### src/common/rx_ctrl_pkg.sv
/*
  Shared constants and types for the receive queue, framing and self-test
  control block. Assumes a single core clock domain on the consuming side.
*/
package rx_ctrl_pkg;
  localparam int CHAR_W = 12;
  localparam int QUEUE_DEPTH = 8;
  localparam int CLEAR_QUAL_EDGES = 7;
  localparam int FULL_SPACE_LIMIT = 4;
  localparam int BIST_LOOP_LEN = 511;
  localparam int ERR_WINDOW = 28;
  localparam int ERR_LIMIT = 14;
  localparam logic [8:0] BIST_SEED = 9'h1FF;
  localparam logic [1:0] POLICY_ALL = 2'h0;
  localparam logic [1:0] POLICY_LAST = 2'h1;
  // pin sync bank: wordclk,clear_n,oe,cs_n,reframe,bist_n,pol,qsel,policy,width
  localparam int PIN_W = 11;
  localparam logic [10:0] PIN_SYNC_RESET = 11'h2A0;
  localparam int PIN_WCLK = 10;
  localparam int PIN_CLEAR_N = 9;
  localparam int PIN_OE = 8;
  localparam int PIN_CS_N = 7;
  localparam int PIN_REFRAME = 6;
  localparam int PIN_BIST_N = 5;
  localparam int PIN_POL = 4;
  localparam int PIN_QSEL = 3;
  localparam int PIN_POLICY_HI = 2;
  localparam int PIN_POLICY_LO = 1;
  localparam int PIN_WIDTH = 0;

  typedef enum logic [1:0] {
    Q_RUN = 2'b00,
    Q_CLR_IFACE = 2'b01,
    Q_CLR_HOLD = 2'b10
  } queue_state_t;
endpackage

### src/core/receive_fifo_framing_bist_control.sv
/*
  Receive side control: character framer, sync discard, receive queue with
  its clear sequence and flags, and the receive self-test checker.
  Assumes serial bits arrive on the core clock with a valid strike, at most
  one bit per cycle; all reader pins and straps are asynchronous.
*/
`timescale 1ns/1ps
`default_nettype none
module receive_fifo_framing_bist_control #(
  parameter int DEPTH = rx_ctrl_pkg::QUEUE_DEPTH,
  parameter logic [9:0] SYNC10 = 10'h0FA,
  parameter logic [11:0] SYNC12 = 12'h3F5
) (
  input wire logic core_clk,
  input wire logic rst_n,
  input wire logic serialBit,
  input wire logic serialBitValid,
  input wire logic rx_word_clock,
  input wire logic rx_queue_clear_n,
  input wire logic rx_output_enable,
  input wire logic chipSelect_n,
  input wire logic reframe_allow,
  input wire logic selftest_receive_enable_n,
  input wire logic flag_polarity_select,
  input wire logic queue_path_select,
  input wire logic [1:0] sync_discard_policy,
  input wire logic char_width_select,
  output logic [rx_ctrl_pkg::CHAR_W-1:0] rxData,
  output logic rxDataDriveEn,
  output logic code_violation_flag,
  output logic rx_queue_full_flag,
  output logic rx_queue_empty_flag,
  output logic rx_queue_half_flag
);
  localparam int CW = $clog2(DEPTH+1);
  localparam int W = rx_ctrl_pkg::CHAR_W;

  function automatic logic [8:0] lfsrNext(input logic [8:0] s);
    return {s[7:0], s[8] ^ s[4]};
  endfunction

  function automatic logic [4:0] popCount(input logic [27:0] v);
    logic [4:0] n;
    n = '0;
    for (int i = 0; i < 28; i++) begin
      n = n + {4'h0, v[i]};
    end
    return n;
  endfunction

  // two-flop bank for every reader pin and strap
  logic [rx_ctrl_pkg::PIN_W-1:0] pinMeta;
  logic [rx_ctrl_pkg::PIN_W-1:0] pinSync;
  always_ff @(posedge core_clk or negedge rst_n) begin
    if (!rst_n) begin
      pinMeta <= rx_ctrl_pkg::PIN_SYNC_RESET;
      pinSync <= rx_ctrl_pkg::PIN_SYNC_RESET;
    end else begin
      pinMeta <= {rx_word_clock, rx_queue_clear_n, rx_output_enable,
                  chipSelect_n, reframe_allow, selftest_receive_enable_n,
                  flag_polarity_select, queue_path_select,
                  sync_discard_policy, char_width_select};
      pinSync <= pinMeta;
    end
  end

  wire clearN = pinSync[rx_ctrl_pkg::PIN_CLEAR_N];
  wire csN = pinSync[rx_ctrl_pkg::PIN_CS_N];
  wire reframeOn = pinSync[rx_ctrl_pkg::PIN_REFRAME];
  wire bistOn = ~pinSync[rx_ctrl_pkg::PIN_BIST_N];
  wire polHigh = pinSync[rx_ctrl_pkg::PIN_POL];
  wire queueOn = pinSync[rx_ctrl_pkg::PIN_QSEL];
  wire [1:0] policy = pinSync[rx_ctrl_pkg::PIN_POLICY_HI:
                              rx_ctrl_pkg::PIN_POLICY_LO];
  wire width10 = pinSync[rx_ctrl_pkg::PIN_WIDTH];
  wire oeActive = polHigh ? pinSync[rx_ctrl_pkg::PIN_OE]
                          : ~pinSync[rx_ctrl_pkg::PIN_OE];

  logic wordClkPrev;
  wire wordRise = pinSync[rx_ctrl_pkg::PIN_WCLK] & ~wordClkPrev;

  // framer
  logic [11:0] shiftReg;
  logic [3:0] bitCnt;
  logic charValid;
  logic [W-1:0] charData;
  wire [11:0] nextShift = {shiftReg[10:0], serialBit};
  wire [3:0] lastBit = width10 ? 4'h9 : 4'hB;
  wire syncSeen = width10 ? (nextShift[9:0] == SYNC10)
                          : (nextShift == SYNC12);
  wire realign = reframeOn & syncSeen;
  wire [W-1:0] framedChar = width10 ? {2'h0, nextShift[9:0]} : nextShift;
  wire [W-1:0] syncPattern = width10 ? {2'h0, SYNC10} : SYNC12;
  wire charIsSync = charData == syncPattern;

  always_ff @(posedge core_clk or negedge rst_n) begin
    if (!rst_n) begin
      shiftReg <= '0;
      bitCnt <= '0;
      charValid <= 1'b0;
      charData <= '0;
      wordClkPrev <= 1'b0;
    end else begin
      wordClkPrev <= pinSync[rx_ctrl_pkg::PIN_WCLK];
      charValid <= 1'b0;
      if (serialBitValid) begin
        shiftReg <= nextShift;
        if (realign || bitCnt == lastBit) begin
          bitCnt <= '0;
          charValid <= 1'b1;
          charData <= framedChar;
        end else begin
          bitCnt <= bitCnt + 1'b1;
        end
      end
    end
  end

  // queue clear qualification and sequence
  rx_ctrl_pkg::queue_state_t qState;
  rx_ctrl_pkg::queue_state_t next_qState;
  logic [2:0] qualCnt;
  wire qualify = queueOn & ~oeActive & ~csN & ~clearN;
  wire qualHit = wordRise & qualify &
                 (qualCnt == 3'(rx_ctrl_pkg::CLEAR_QUAL_EDGES - 1));
  wire clearing = qState != rx_ctrl_pkg::Q_RUN;

  always_comb begin
    next_qState = qState;
    case (qState)
      rx_ctrl_pkg::Q_RUN: begin
        if (qualHit) begin
          next_qState = rx_ctrl_pkg::Q_CLR_IFACE;
        end
      end
      rx_ctrl_pkg::Q_CLR_IFACE: begin
        next_qState = rx_ctrl_pkg::Q_CLR_HOLD;
      end
      rx_ctrl_pkg::Q_CLR_HOLD: begin
        if (clearN || !queueOn) begin
          next_qState = rx_ctrl_pkg::Q_RUN;
        end
      end
      default: next_qState = rx_ctrl_pkg::Q_RUN;
    endcase
  end

  always_ff @(posedge core_clk or negedge rst_n) begin
    if (!rst_n) begin
      qState <= rx_ctrl_pkg::Q_RUN;
      qualCnt <= '0;
    end else begin
      qState <= next_qState;
      if (wordRise) begin
        if (!qualify) begin
          qualCnt <= '0;
        end else if (qualCnt != 3'(rx_ctrl_pkg::CLEAR_QUAL_EDGES - 1)) begin
          qualCnt <= qualCnt + 1'b1;
        end
      end
    end
  end

  // sync discard; one char held for the last-of-run policy
  logic holdSync;
  logic holdData;
  logic [W-1:0] holdChar;
  logic wrValid;
  logic [W-1:0] wrData;
  wire takeChar = charValid & ~bistOn;

  always_ff @(posedge core_clk or negedge rst_n) begin
    if (!rst_n) begin
      holdSync <= 1'b0;
      holdData <= 1'b0;
      holdChar <= '0;
      wrValid <= 1'b0;
      wrData <= '0;
    end else begin
      wrValid <= 1'b0;
      if (holdData) begin
        wrValid <= 1'b1;
        wrData <= holdChar;
        holdData <= 1'b0;
      end else if (takeChar && policy == rx_ctrl_pkg::POLICY_ALL) begin
        wrValid <= 1'b1;
        wrData <= charData;
      end else if (takeChar && policy == rx_ctrl_pkg::POLICY_LAST) begin
        if (charIsSync) begin
          holdSync <= 1'b1;
          holdChar <= charData;
        end else if (holdSync) begin
          wrValid <= 1'b1;
          wrData <= holdChar;
          holdChar <= charData;
          holdSync <= 1'b0;
          holdData <= 1'b1;
        end else begin
          wrValid <= 1'b1;
          wrData <= charData;
        end
      end else if (takeChar) begin
        wrValid <= ~charIsSync;
        wrData <= charData;
      end
    end
  end

  // receive queue
  wire fifoInReady;
  wire fifoOutValid;
  wire [W-1:0] fifoOut;
  wire [CW-1:0] fill;
  wire pushReq = wrValid & queueOn & ~clearing;
  wire readSel = oeActive & ~csN;
  wire pop = wordRise & queueOn & ~clearing & readSel & fifoOutValid;
  wire pushed = pushReq & fifoInReady;

  rx_fifo #(
    .WIDTH(W),
    .DEPTH(DEPTH)
  ) u_queue (
    .core_clk(core_clk),
    .rst_n(rst_n),
    .clear(clearing),
    .inValid(pushReq),
    .inReady(fifoInReady),
    .inData(wrData),
    .outValid(fifoOutValid),
    .outReady(pop),
    .outData(fifoOut),
    .fill(fill)
  );

  // self-test checker
  logic [8:0] lfsr;
  logic [8:0] loopPos;
  logic [27:0] errHist;
  logic bistLost;
  logic loopPulse;
  logic overflowLost;
  wire startSeen = charData == {3'h0, rx_ctrl_pkg::BIST_SEED};
  wire mismatch = charData != {3'h0, lfsr};
  wire lastSym = loopPos == 9'(rx_ctrl_pkg::BIST_LOOP_LEN - 1);
  wire [27:0] nextHist = {errHist[26:0], mismatch};
  wire checkChar = charValid & bistOn & ~startSeen;
  wire violEvent = checkChar & mismatch;
  wire loopEvent = checkChar & lastSym;

  always_ff @(posedge core_clk or negedge rst_n) begin
    if (!rst_n) begin
      lfsr <= rx_ctrl_pkg::BIST_SEED;
      loopPos <= '0;
      errHist <= '0;
      bistLost <= 1'b0;
    end else if (!bistOn) begin
      lfsr <= rx_ctrl_pkg::BIST_SEED;
      loopPos <= '0;
      errHist <= '0;
      bistLost <= 1'b0;
    end else if (charValid && startSeen) begin
      lfsr <= lfsrNext(rx_ctrl_pkg::BIST_SEED);
      loopPos <= 9'h001;
      errHist <= '0;
      bistLost <= 1'b0;
    end else if (checkChar) begin
      lfsr <= lfsrNext(lfsr);
      loopPos <= lastSym ? '0 : loopPos + 1'b1;
      errHist <= nextHist;
      if (popCount(nextHist) >= 5'(rx_ctrl_pkg::ERR_LIMIT)) begin
        bistLost <= 1'b1;
      end
    end
  end

  // flags; events win over the reader-edge clear
  wire [CW-1:0] fullLevel = CW'(DEPTH - rx_ctrl_pkg::FULL_SPACE_LIMIT);
  wire [CW-1:0] halfLevel = CW'(DEPTH / 2);
  wire queueFull = queueOn & ~csN &
                   ((fill >= fullLevel) | overflowLost);
  wire fullActive = bistOn ? (bistLost | loopPulse) : queueFull;

  always_ff @(posedge core_clk or negedge rst_n) begin
    if (!rst_n) begin
      loopPulse <= 1'b0;
      overflowLost <= 1'b0;
      code_violation_flag <= 1'b0;
      rx_queue_full_flag <= 1'b0;
      rx_queue_empty_flag <= 1'b1;
      rx_queue_half_flag <= 1'b0;
      rxData <= '0;
      rxDataDriveEn <= 1'b0;
    end else begin
      if (loopEvent) begin
        loopPulse <= 1'b1;
      end else if (wordRise) begin
        loopPulse <= 1'b0;
      end
      if (violEvent) begin
        code_violation_flag <= 1'b1;
      end else if (wordRise) begin
        code_violation_flag <= 1'b0;
      end
      if (pushReq && !fifoInReady) begin
        overflowLost <= 1'b1;
      end else if (clearing) begin
        overflowLost <= 1'b0;
      end
      rx_queue_full_flag <= polHigh ? fullActive : ~fullActive;
      rx_queue_empty_flag <= clearing |
                             (~fifoOutValid & ~pushed);
      rx_queue_half_flag <= ~clearing & queueOn & ~csN &
                            (fill >= halfLevel);
      if (qState == rx_ctrl_pkg::Q_CLR_IFACE) begin
        rxData <= '0;
      end else if (pop) begin
        rxData <= fifoOut;
      end else if (!queueOn && wrValid) begin
        rxData <= wrData;
      end
      if (wordRise) begin
        rxDataDriveEn <= readSel;
      end
    end
  end
endmodule
`default_nettype wire

### src/core/rx_fifo.sv
/*
  Receive character queue with valid/ready on both sides and a fill count.
  Assumes clear and both handshakes come from the core clock domain.
*/
`timescale 1ns/1ps
`default_nettype none
module rx_fifo #(
  parameter int WIDTH = 12,
  parameter int DEPTH = 8
) (
  input wire logic core_clk,
  input wire logic rst_n,
  input wire logic clear,
  input wire logic inValid,
  output logic inReady,
  input wire logic [WIDTH-1:0] inData,
  output logic outValid,
  input wire logic outReady,
  output logic [WIDTH-1:0] outData,
  output logic [$clog2(DEPTH+1)-1:0] fill
);
  localparam int PW = (DEPTH > 1) ? $clog2(DEPTH) : 1;
  localparam int CW = $clog2(DEPTH+1);

  logic [WIDTH-1:0] mem [DEPTH];
  logic [PW-1:0] wrPtr;
  logic [PW-1:0] rdPtr;
  wire push = inValid & inReady;
  wire pop = outValid & outReady;

  function automatic logic [PW-1:0] nextPtr(input logic [PW-1:0] p);
    return (p == PW'(DEPTH-1)) ? '0 : p + 1'b1;
  endfunction

  assign inReady = ~clear & (fill != CW'(DEPTH));
  assign outValid = ~clear & (fill != '0);
  assign outData = mem[rdPtr];

  always_ff @(posedge core_clk) begin
    if (push) begin
      mem[wrPtr] <= inData;
    end
  end

  always_ff @(posedge core_clk or negedge rst_n) begin
    if (!rst_n) begin
      wrPtr <= '0;
      rdPtr <= '0;
      fill <= '0;
    end else if (clear) begin
      wrPtr <= '0;
      rdPtr <= '0;
      fill <= '0;
    end else begin
      if (push) begin
        wrPtr <= nextPtr(wrPtr);
      end
      if (pop) begin
        rdPtr <= nextPtr(rdPtr);
      end
      case ({push, pop})
        2'b10: fill <= fill + 1'b1;
        2'b01: fill <= fill - 1'b1;
        default: fill <= fill;
      endcase
    end
  end
endmodule
`default_nettype wire

### config.mk
export PLATFORM = sky130hd
export DESIGN_NAME = receive_fifo_framing_bist_control
export DESIGN_NICKNAME = d
export VERILOG_FILES = /design/src/common/rx_ctrl_pkg.sv /design/src/core/receive_fifo_framing_bist_control.sv /design/src/core/rx_fifo.sv
export SDC_FILE = /design/constraint.sdc
export NUM_CORES = 1
export LEC_CHECK = 0
export BUFFER_PORTS_ARGS = -buffer_cell sky130_fd_sc_hd__buf_2
export CORE_ASPECT_RATIO = 1.5
export CORE_MARGIN = 1.5
export CORE_UTILIZATION = 60
export DETAILED_ROUTE_END_ITERATION = 10
export HOLD_SLACK_MARGIN = 0.1
export PLACE_DENSITY = 0.85
export SYNTH_ARGS = -nofsm -noshare
export SYNTH_HDL_FRONTEND = slang
export SYNTH_SLANG_ARGS = --single-unit
### constraint.sdc
create_clock -name core_clk -period 6.5 [get_ports core_clk]
set_clock_uncertainty 0.2 [all_clocks]
set_input_delay 0.325 -clock core_clk [delete_from_list [all_inputs] [get_ports core_clk]]
set_output_delay 0.325 -clock core_clk [all_outputs]
set_load 0.03 [all_outputs]
---- Yosys cells after proc, flatten, opt, wreduce, memory -nomap -nowiden ----
Memories as Yosys holds them, arrays and structs flattened.
Index checks and enable logic that the tools add are counted.
cells by class
  bitwise operators ....................... 47
  add/subtract/negate cells ............... 34
  reductions and logical operators ........ 31
  $lt $le $gt $ge ......................... 2
  multiplexer cells ....................... 66
  equality and inequality tests ........... 21
operators by type and width
  operator              number
  $mux 12               12
  $add 5x1->5           23
  $mux 27               3
  $mux 9                7
  $and 1x1->1           29
  $mux 1                28
  $mux 3                8
  $not 1->1             14
  $reduce_bool 2->1     7
  $eq 12x10->1          1
  $eq 12x10->1 const B  1
  $eq 12x9->1 const B   1
  $ne 12x9->1           1
  $reduce_bool 3->1     4
  $eq 10x8->1 const B   1
  $mux 10               1
  $reduce_and 2->1      5
  $add 3x1->3 const B   3
  $add 9x1->9 const B   1
  $eq 3x3->1 const B    3
  $eq 9x9->1 const B    1
  $add 4x1->4 const B   2
  $mux 4                2
  $ne 4x4->1 const B    2
  25 further kinds      41
storage, ports and cells
  input bits .............................. 15
  RAM bits ................................ 96
  output and inout port bits .............. 17
  logic and storage cells ................. 231
  bits in registers ....................... 158
  memories kept ........................... 1
memories
  memory       words  width  rd ports  clocked after memory_dff  write ports  RTL line       text
  u_queue.mem  8      12     1         0                         1            rx_fifo.sv:25  logic [WIDTH-1:0] mem [DEPTH];

---- Depth between registers and ports, before layout ----
  word-level depth ........................ 33
  mapped depth ............................ 18
  mapped depth without buffers ............ 18

---- By module ----
From an unflattened synthesis, not the netlist that was laid out.
second synthesis, totals
  cells, all modules ...................... 813
  area, all modules ....................... 11237.0 µm²
by module, submodules not included
  module                             cells an instance  times used  sequential area each (µm²)  area each (µm²)
  receive_fifo_framing_bist_control  603                1           3723.6                      6955.4
  rx_fifo                            210                1           3133.0                      4281.6

---- Worst setup path before layout ----
OpenSTA, ideal clock, no wires.
  kind .................................... reg-to-reg
  start ................................... reg charData[10]
  end ..................................... reg bistLost
  data required time ...................... 6.222 ns
  path slack .............................. 0.974 ns
  clock period less this slack ............ 5.526 ns
  library setup time ...................... 0.078 ns
  stages on the path, launching flop included .. 18
  data arrival time ....................... 5.248 ns
  path buffers ............................ 0
  path through ............................ dfrtp_1 > or2_2 > or3_1 > nor3_1 > fa_1 > fa_1 > fa_1 > fa_1 > fa_1 > fa_1 > inv_1 > ha_1 > fa_1 > a21o_1 > a21oi_1 > xnor2_1 > nor2_1 > a21oi_1
between the ends
  cells in the longest elaborated chain, start to end .. 31
  elaborated cells on any way between the ends .. 38
  those cells by class .................... add/sub: 27; order compare: 1; eq/ne: 2; mux: 2; bitwise: 2; reduce/logical: 4
RTL lines
  element                      RTL line                                  text
  start: declaration           receive_fifo_framing_bist_control.sv:86   logic [W-1:0] charData;
  start signal: assignment     receive_fifo_framing_bist_control.sv:111  charData <= framedChar;
  $ne 12x9->1                  receive_fifo_framing_bist_control.sv:243  wire mismatch = charData != {3'h0, lfsr};
  $add 1x1->2                  receive_fifo_framing_bist_control.sv:46   n = n + {4'h0, v[i]};
  $add 2x1->3                  receive_fifo_framing_bist_control.sv:46
  $add 3x1->4                  receive_fifo_framing_bist_control.sv:46
  $add 4x1->5                  receive_fifo_framing_bist_control.sv:46
  $add 5x1->5 (23 in series)   receive_fifo_framing_bist_control.sv:46
  $ge 5x4->1                   receive_fifo_framing_bist_control.sv:270  if (popCount(nextHist) >= 5'(rx_ctrl_pkg::ERR_LIMIT)) begin
  $reduce_bool 3->1 (no line)  n/a
  $reduce_and 2->1 (no line)   n/a
  end signal: assignment       receive_fifo_framing_bist_control.sv:260  bistLost <= 1'b0;
  end signal: assignment       receive_fifo_framing_bist_control.sv:265  bistLost <= 1'b0;
  end signal: assignment       receive_fifo_framing_bist_control.sv:271  bistLost <= 1'b1;
  end: declaration             receive_fifo_framing_bist_control.sv:239  logic bistLost;
Parallel ways exist; a longest one is shown, timed or not.
A chain may end at the register's enable or synchronous reset.

---- Worst setup path after layout ----
Same ends and word-level chain as after synthesis.

==> flow_metrics.py <==
metrics = {
    "yosys": {
        "async_flop_share_pct": 62.2,
        "ys_ff_latch": 254,
        "yosysUniqueCellTypes": 60,
        "syn_area_sq_um": 11000,
        "ys_warn_count": 0,
        "ys.flop_type": "dfrtp_1",
        "synth_edf_count": 96,
        "seq_area_frac_synth_pct": 62.2,
        "syn_nets": 843,
        "syn_inst": 788,
        "syn_avg_cell_area_sq_um": 14.0,
    },
    "sta": {
        "fin_crit_ns": 6.00,
        "finalCritPeriodShare_pct": 92.3,
        "hold_viol": 0,
        "slew_headroom_pct": 16.9,
        "fin_ws_ns": 0.500,
        "tns_ns": 0,
        "max_freq_mhz": 167,
        "worst_pin_slew_ns": 1.25,
        "setup_viol": 0,
        "slew_violations": 0,
        "rsz0062_at_grt": "no",
    },
    "critical_path": {
        "endpoint_kind": "flop",
        "cpMostUsedCell": "fa_1",
        "reg2reg_setup_slack_ns": 0.50,
        "r2r_cells": 17,
        "cpPeakStageDelay_ns": 0.52,
        "arrival_ns": 6.23,
        "required_ns": 6.73,
        "critical_path_class": "flop to flop",
        "path_max_fanout": 4,
        "slowest_stage": "fa_1",
        "path_buf_inv": 1,
        "crit_family": "adder cells",
        "cp-start-kind": "flop",
        "critical_path_depth": 17,
        "crit_chain": "or2_2, or3_1, nor3_1, fa_1, fa_1, fa_1, fa_1, fa_1, fa_1, inv_1, ha_1, fa_1, a21o_1, a21oi_1, xnor2_1, nor2_1, a21oi_1",
    },
    "floorplanning": {
        "io_pins": 32,
        "core_sq_um": 17900,
        "die_area_sq_um": 19200,
        "placementRows": 60,
        "die_y_um": 169,
        "die_w_um": 114,
        "start_util_pct": 61.4,
    },
    "grt": {
        "grt_pass1_vias": 6855,
        "grt_overflow": 0,
        "grt_pass1_wl_um": 35100,
        "grt_usage_pct": 23.4,
        "grt_max_degree": 81,
        "antenna_found_initial": 0,
    },
    "clock_network": {
        "clkSinkCount": 254,
        "cts_tree": "done",
        "cts-root-buf": "clkbuf_16",
        "cts_setup_buffers": 0,
        "cts.htree.levels": 1,
        "clk_latency_ns": 0.51,
        "clockBufferDepth": 3,
        "cts_made_buffers": 23,
        "cts_hold_buf": 14,
        "cts-resized-gates": 0,
        "path_clk_slew_ns": 0.07,
    },
    "power_and_ir_drop": {
        "p_per_area_nw_per_um2": 364,
        "ir_worst_vdd_mv": 0.223,
        "p_leak_nw": 5.12,
    },
    "layout": {
        "num_antenna_cells": 0,
        "syn_to_final_growth_pct": 12.2,
        "fillers": 1138,
        "drive_gt1_share_pct": 20.2,
        "nets": 895,
        "multiInputGateArea_sq_um": 3860,
        "regArea_sq_um": 6860,
    },
    "detailed_routing": {
        "wirelength_um": 21600,
        "firstDrtPassIters": 5,
        "via_count": 6544,
        "ant_nets": 0,
        "wl_per_cell_um": 20.1,
        "drcViolationCount": 0,
        "drt_iter0_drc": 565,
        "avgViaCountPerCell": 6.10,
    },
    "worst_hold_path": {
        "hold_path_class": "flop to flop",
        "hold_path_depth": 0,
    },
    "run": {
        "max_cap_violations": 0,
    },
    "place": {
        "gp_congestion": 0.890,
        "port_buffers": 31,
        "dp_hpwl_um": 13000,
        "place_ws_ns": 0.503,
    },
    "outcome": {
        "run_status": "completed",
    },
}
layer usage:
layer | GRT usage, % | vias up | routed length (um)
met3 | 3.29 | 61 | 965
met5 | 0 | - | 0
met1 | 27.9 | 3334 | 8070
li1 | - | 2954 | -
met4 | 8.53 | 0 | 714
met2 | 43.0 | 195 | 11800
placed cells by master, fill, tap and decap left out, types with 15 or more instances in the layout:
cell type / n
edfxtp_1: 96
nor3_1: 17
mux2_1: 19
buf_2: 30
nand3_1: 15
nand2_1: 62
mux4_2: 24
o21ai_0: 50
fa_1: 21
dfstp_2: 16
a21oi_1: 18
mux2i_1: 16
dfrtp_1: 142
inv_1: 49
clkbuf_16: 25
ha_1: 19
mux2_2: 41
nor2_1: 26
cell type report:
class | instances | share of cell area (%)
Inverter | 50 | 1.52
Clock buffer | 34 | 5.65
Sequential cell | 254 | 55.4
Clock inverter | 7 | 0.931
Timing Repair Buffer | 56 | 3.11
Multi-Input combinational cell | 455 | 31.2
Tap cell | 217 | 2.19
state kept, by name (all words and copies together) (netlist names), 11 cells and up:
name / flops
charData: 12
errHist: 27
rxData: 12
pinMeta: 11
pinSync: 11
wrData: 12
u_queue.mem: 96
holdChar: 12
shiftReg: 11
metrics by stage:
step	hold WS (ns)	cell area, sq um	util, %	power (mW)	cells
after global placement	0.132	11400	63.6	3.02	1018
after CTS	0.147	12400	68.9	4.52	1073
after detailed placement	0.135	11400	63.6	3.06	1018
final	0.151	12400	68.9	4.50	1073
after floorplan	-0.171	11000	-	2.80	788
after global routing	0.160	12400	68.9	4.70	1073
worst reg2reg max path, cell delays in order (launching register included):
cell,delay [ns]
dfrtp_1,0.40
or2_2,0.34
or3_1,0.34
nor3_1,0.43
fa_1,0.52
fa_1,0.51
fa_1,0.42
fa_1,0.52
fa_1,0.44
fa_1,0.49
inv_1,0.04
ha_1,0.20
fa_1,0.42
a21o_1,0.17
a21oi_1,0.17
xnor2_1,0.14
nor2_1,0.06
a21oi_1,0.14
path summary, 6_finish.rpt:
path / start / endpoint
hold / removal: pinMeta[10]$_DFF_PN0_ / pinSync[10]$_DFF_PN0_
min in group asynchronous: rst_n / u_queue.fill[2]$_DFFE_PN0P_
hold reg to reg: pinMeta[10]$_DFF_PN0_ / pinSync[10]$_DFF_PN0_
setup reg to reg: charData[10]$_DFFE_PN0P_ / bistLost$_DFFE_PN0P_
setup / recovery: charData[10]$_DFFE_PN0P_ / bistLost$_DFFE_PN0P_
max in group asynchronous: rst_n / holdChar[4]$_DFFE_PN0P_
kinds of logic after synthesis:
| group | synth area share (%) |
|---|---|
| AOI/OAI and AO/OA | 6.79 |
| and+or+nand+nor | 8.33 |
| adders and majority gates | 5.97 |
| DFF | 62.2 |
| buffers and inverters | 2.96 |
| muxes | 12.5 |
| xor gates and xnor gates | 1.27 |
power breakdown:
part / switching [mW] / internal, mW
sequential: 0.300 / 1.94
clock: 0.578 / 0.867
combinational: 0.405 / 0.409
total: 1.28 / 3.22
synthesized netlist by cell type, types with 6 or more instances:
| master | n | area, sq um |
|---|---|---|
| a22oi_1 | 14 | 105 |
| nand4_1 | 6 | 37.5 |
| a31oi_1 | 6 | 37.5 |
| nand2b_1 | 13 | 81.3 |
| buf_2 | 9 | 45.0 |
| edfxtp_1 | 96 | 2880 |
| inv_1 | 49 | 184 |
| nor3_1 | 17 | 85.1 |
| dfstp_2 | 16 | 420 |
| a21oi_1 | 18 | 90.1 |
| mux2i_1 | 16 | 160 |
| o21ai_0 | 50 | 250 |
| mux4_2 | 24 | 541 |
| nand2_1 | 62 | 233 |
| nand3_1 | 15 | 75.1 |
| mux2_1 | 19 | 214 |
| xnor2_1 | 14 | 123 |
| nor2_1 | 26 | 97.6 |
| mux2_2 | 41 | 462 |
| fa_1 | 21 | 420 |
| ha_1 | 19 | 238 |
| clkbuf_1 | 16 | 60.1 |
| dfrtp_1 | 142 | 3550 |
Power figures use the tool's default switching activity.
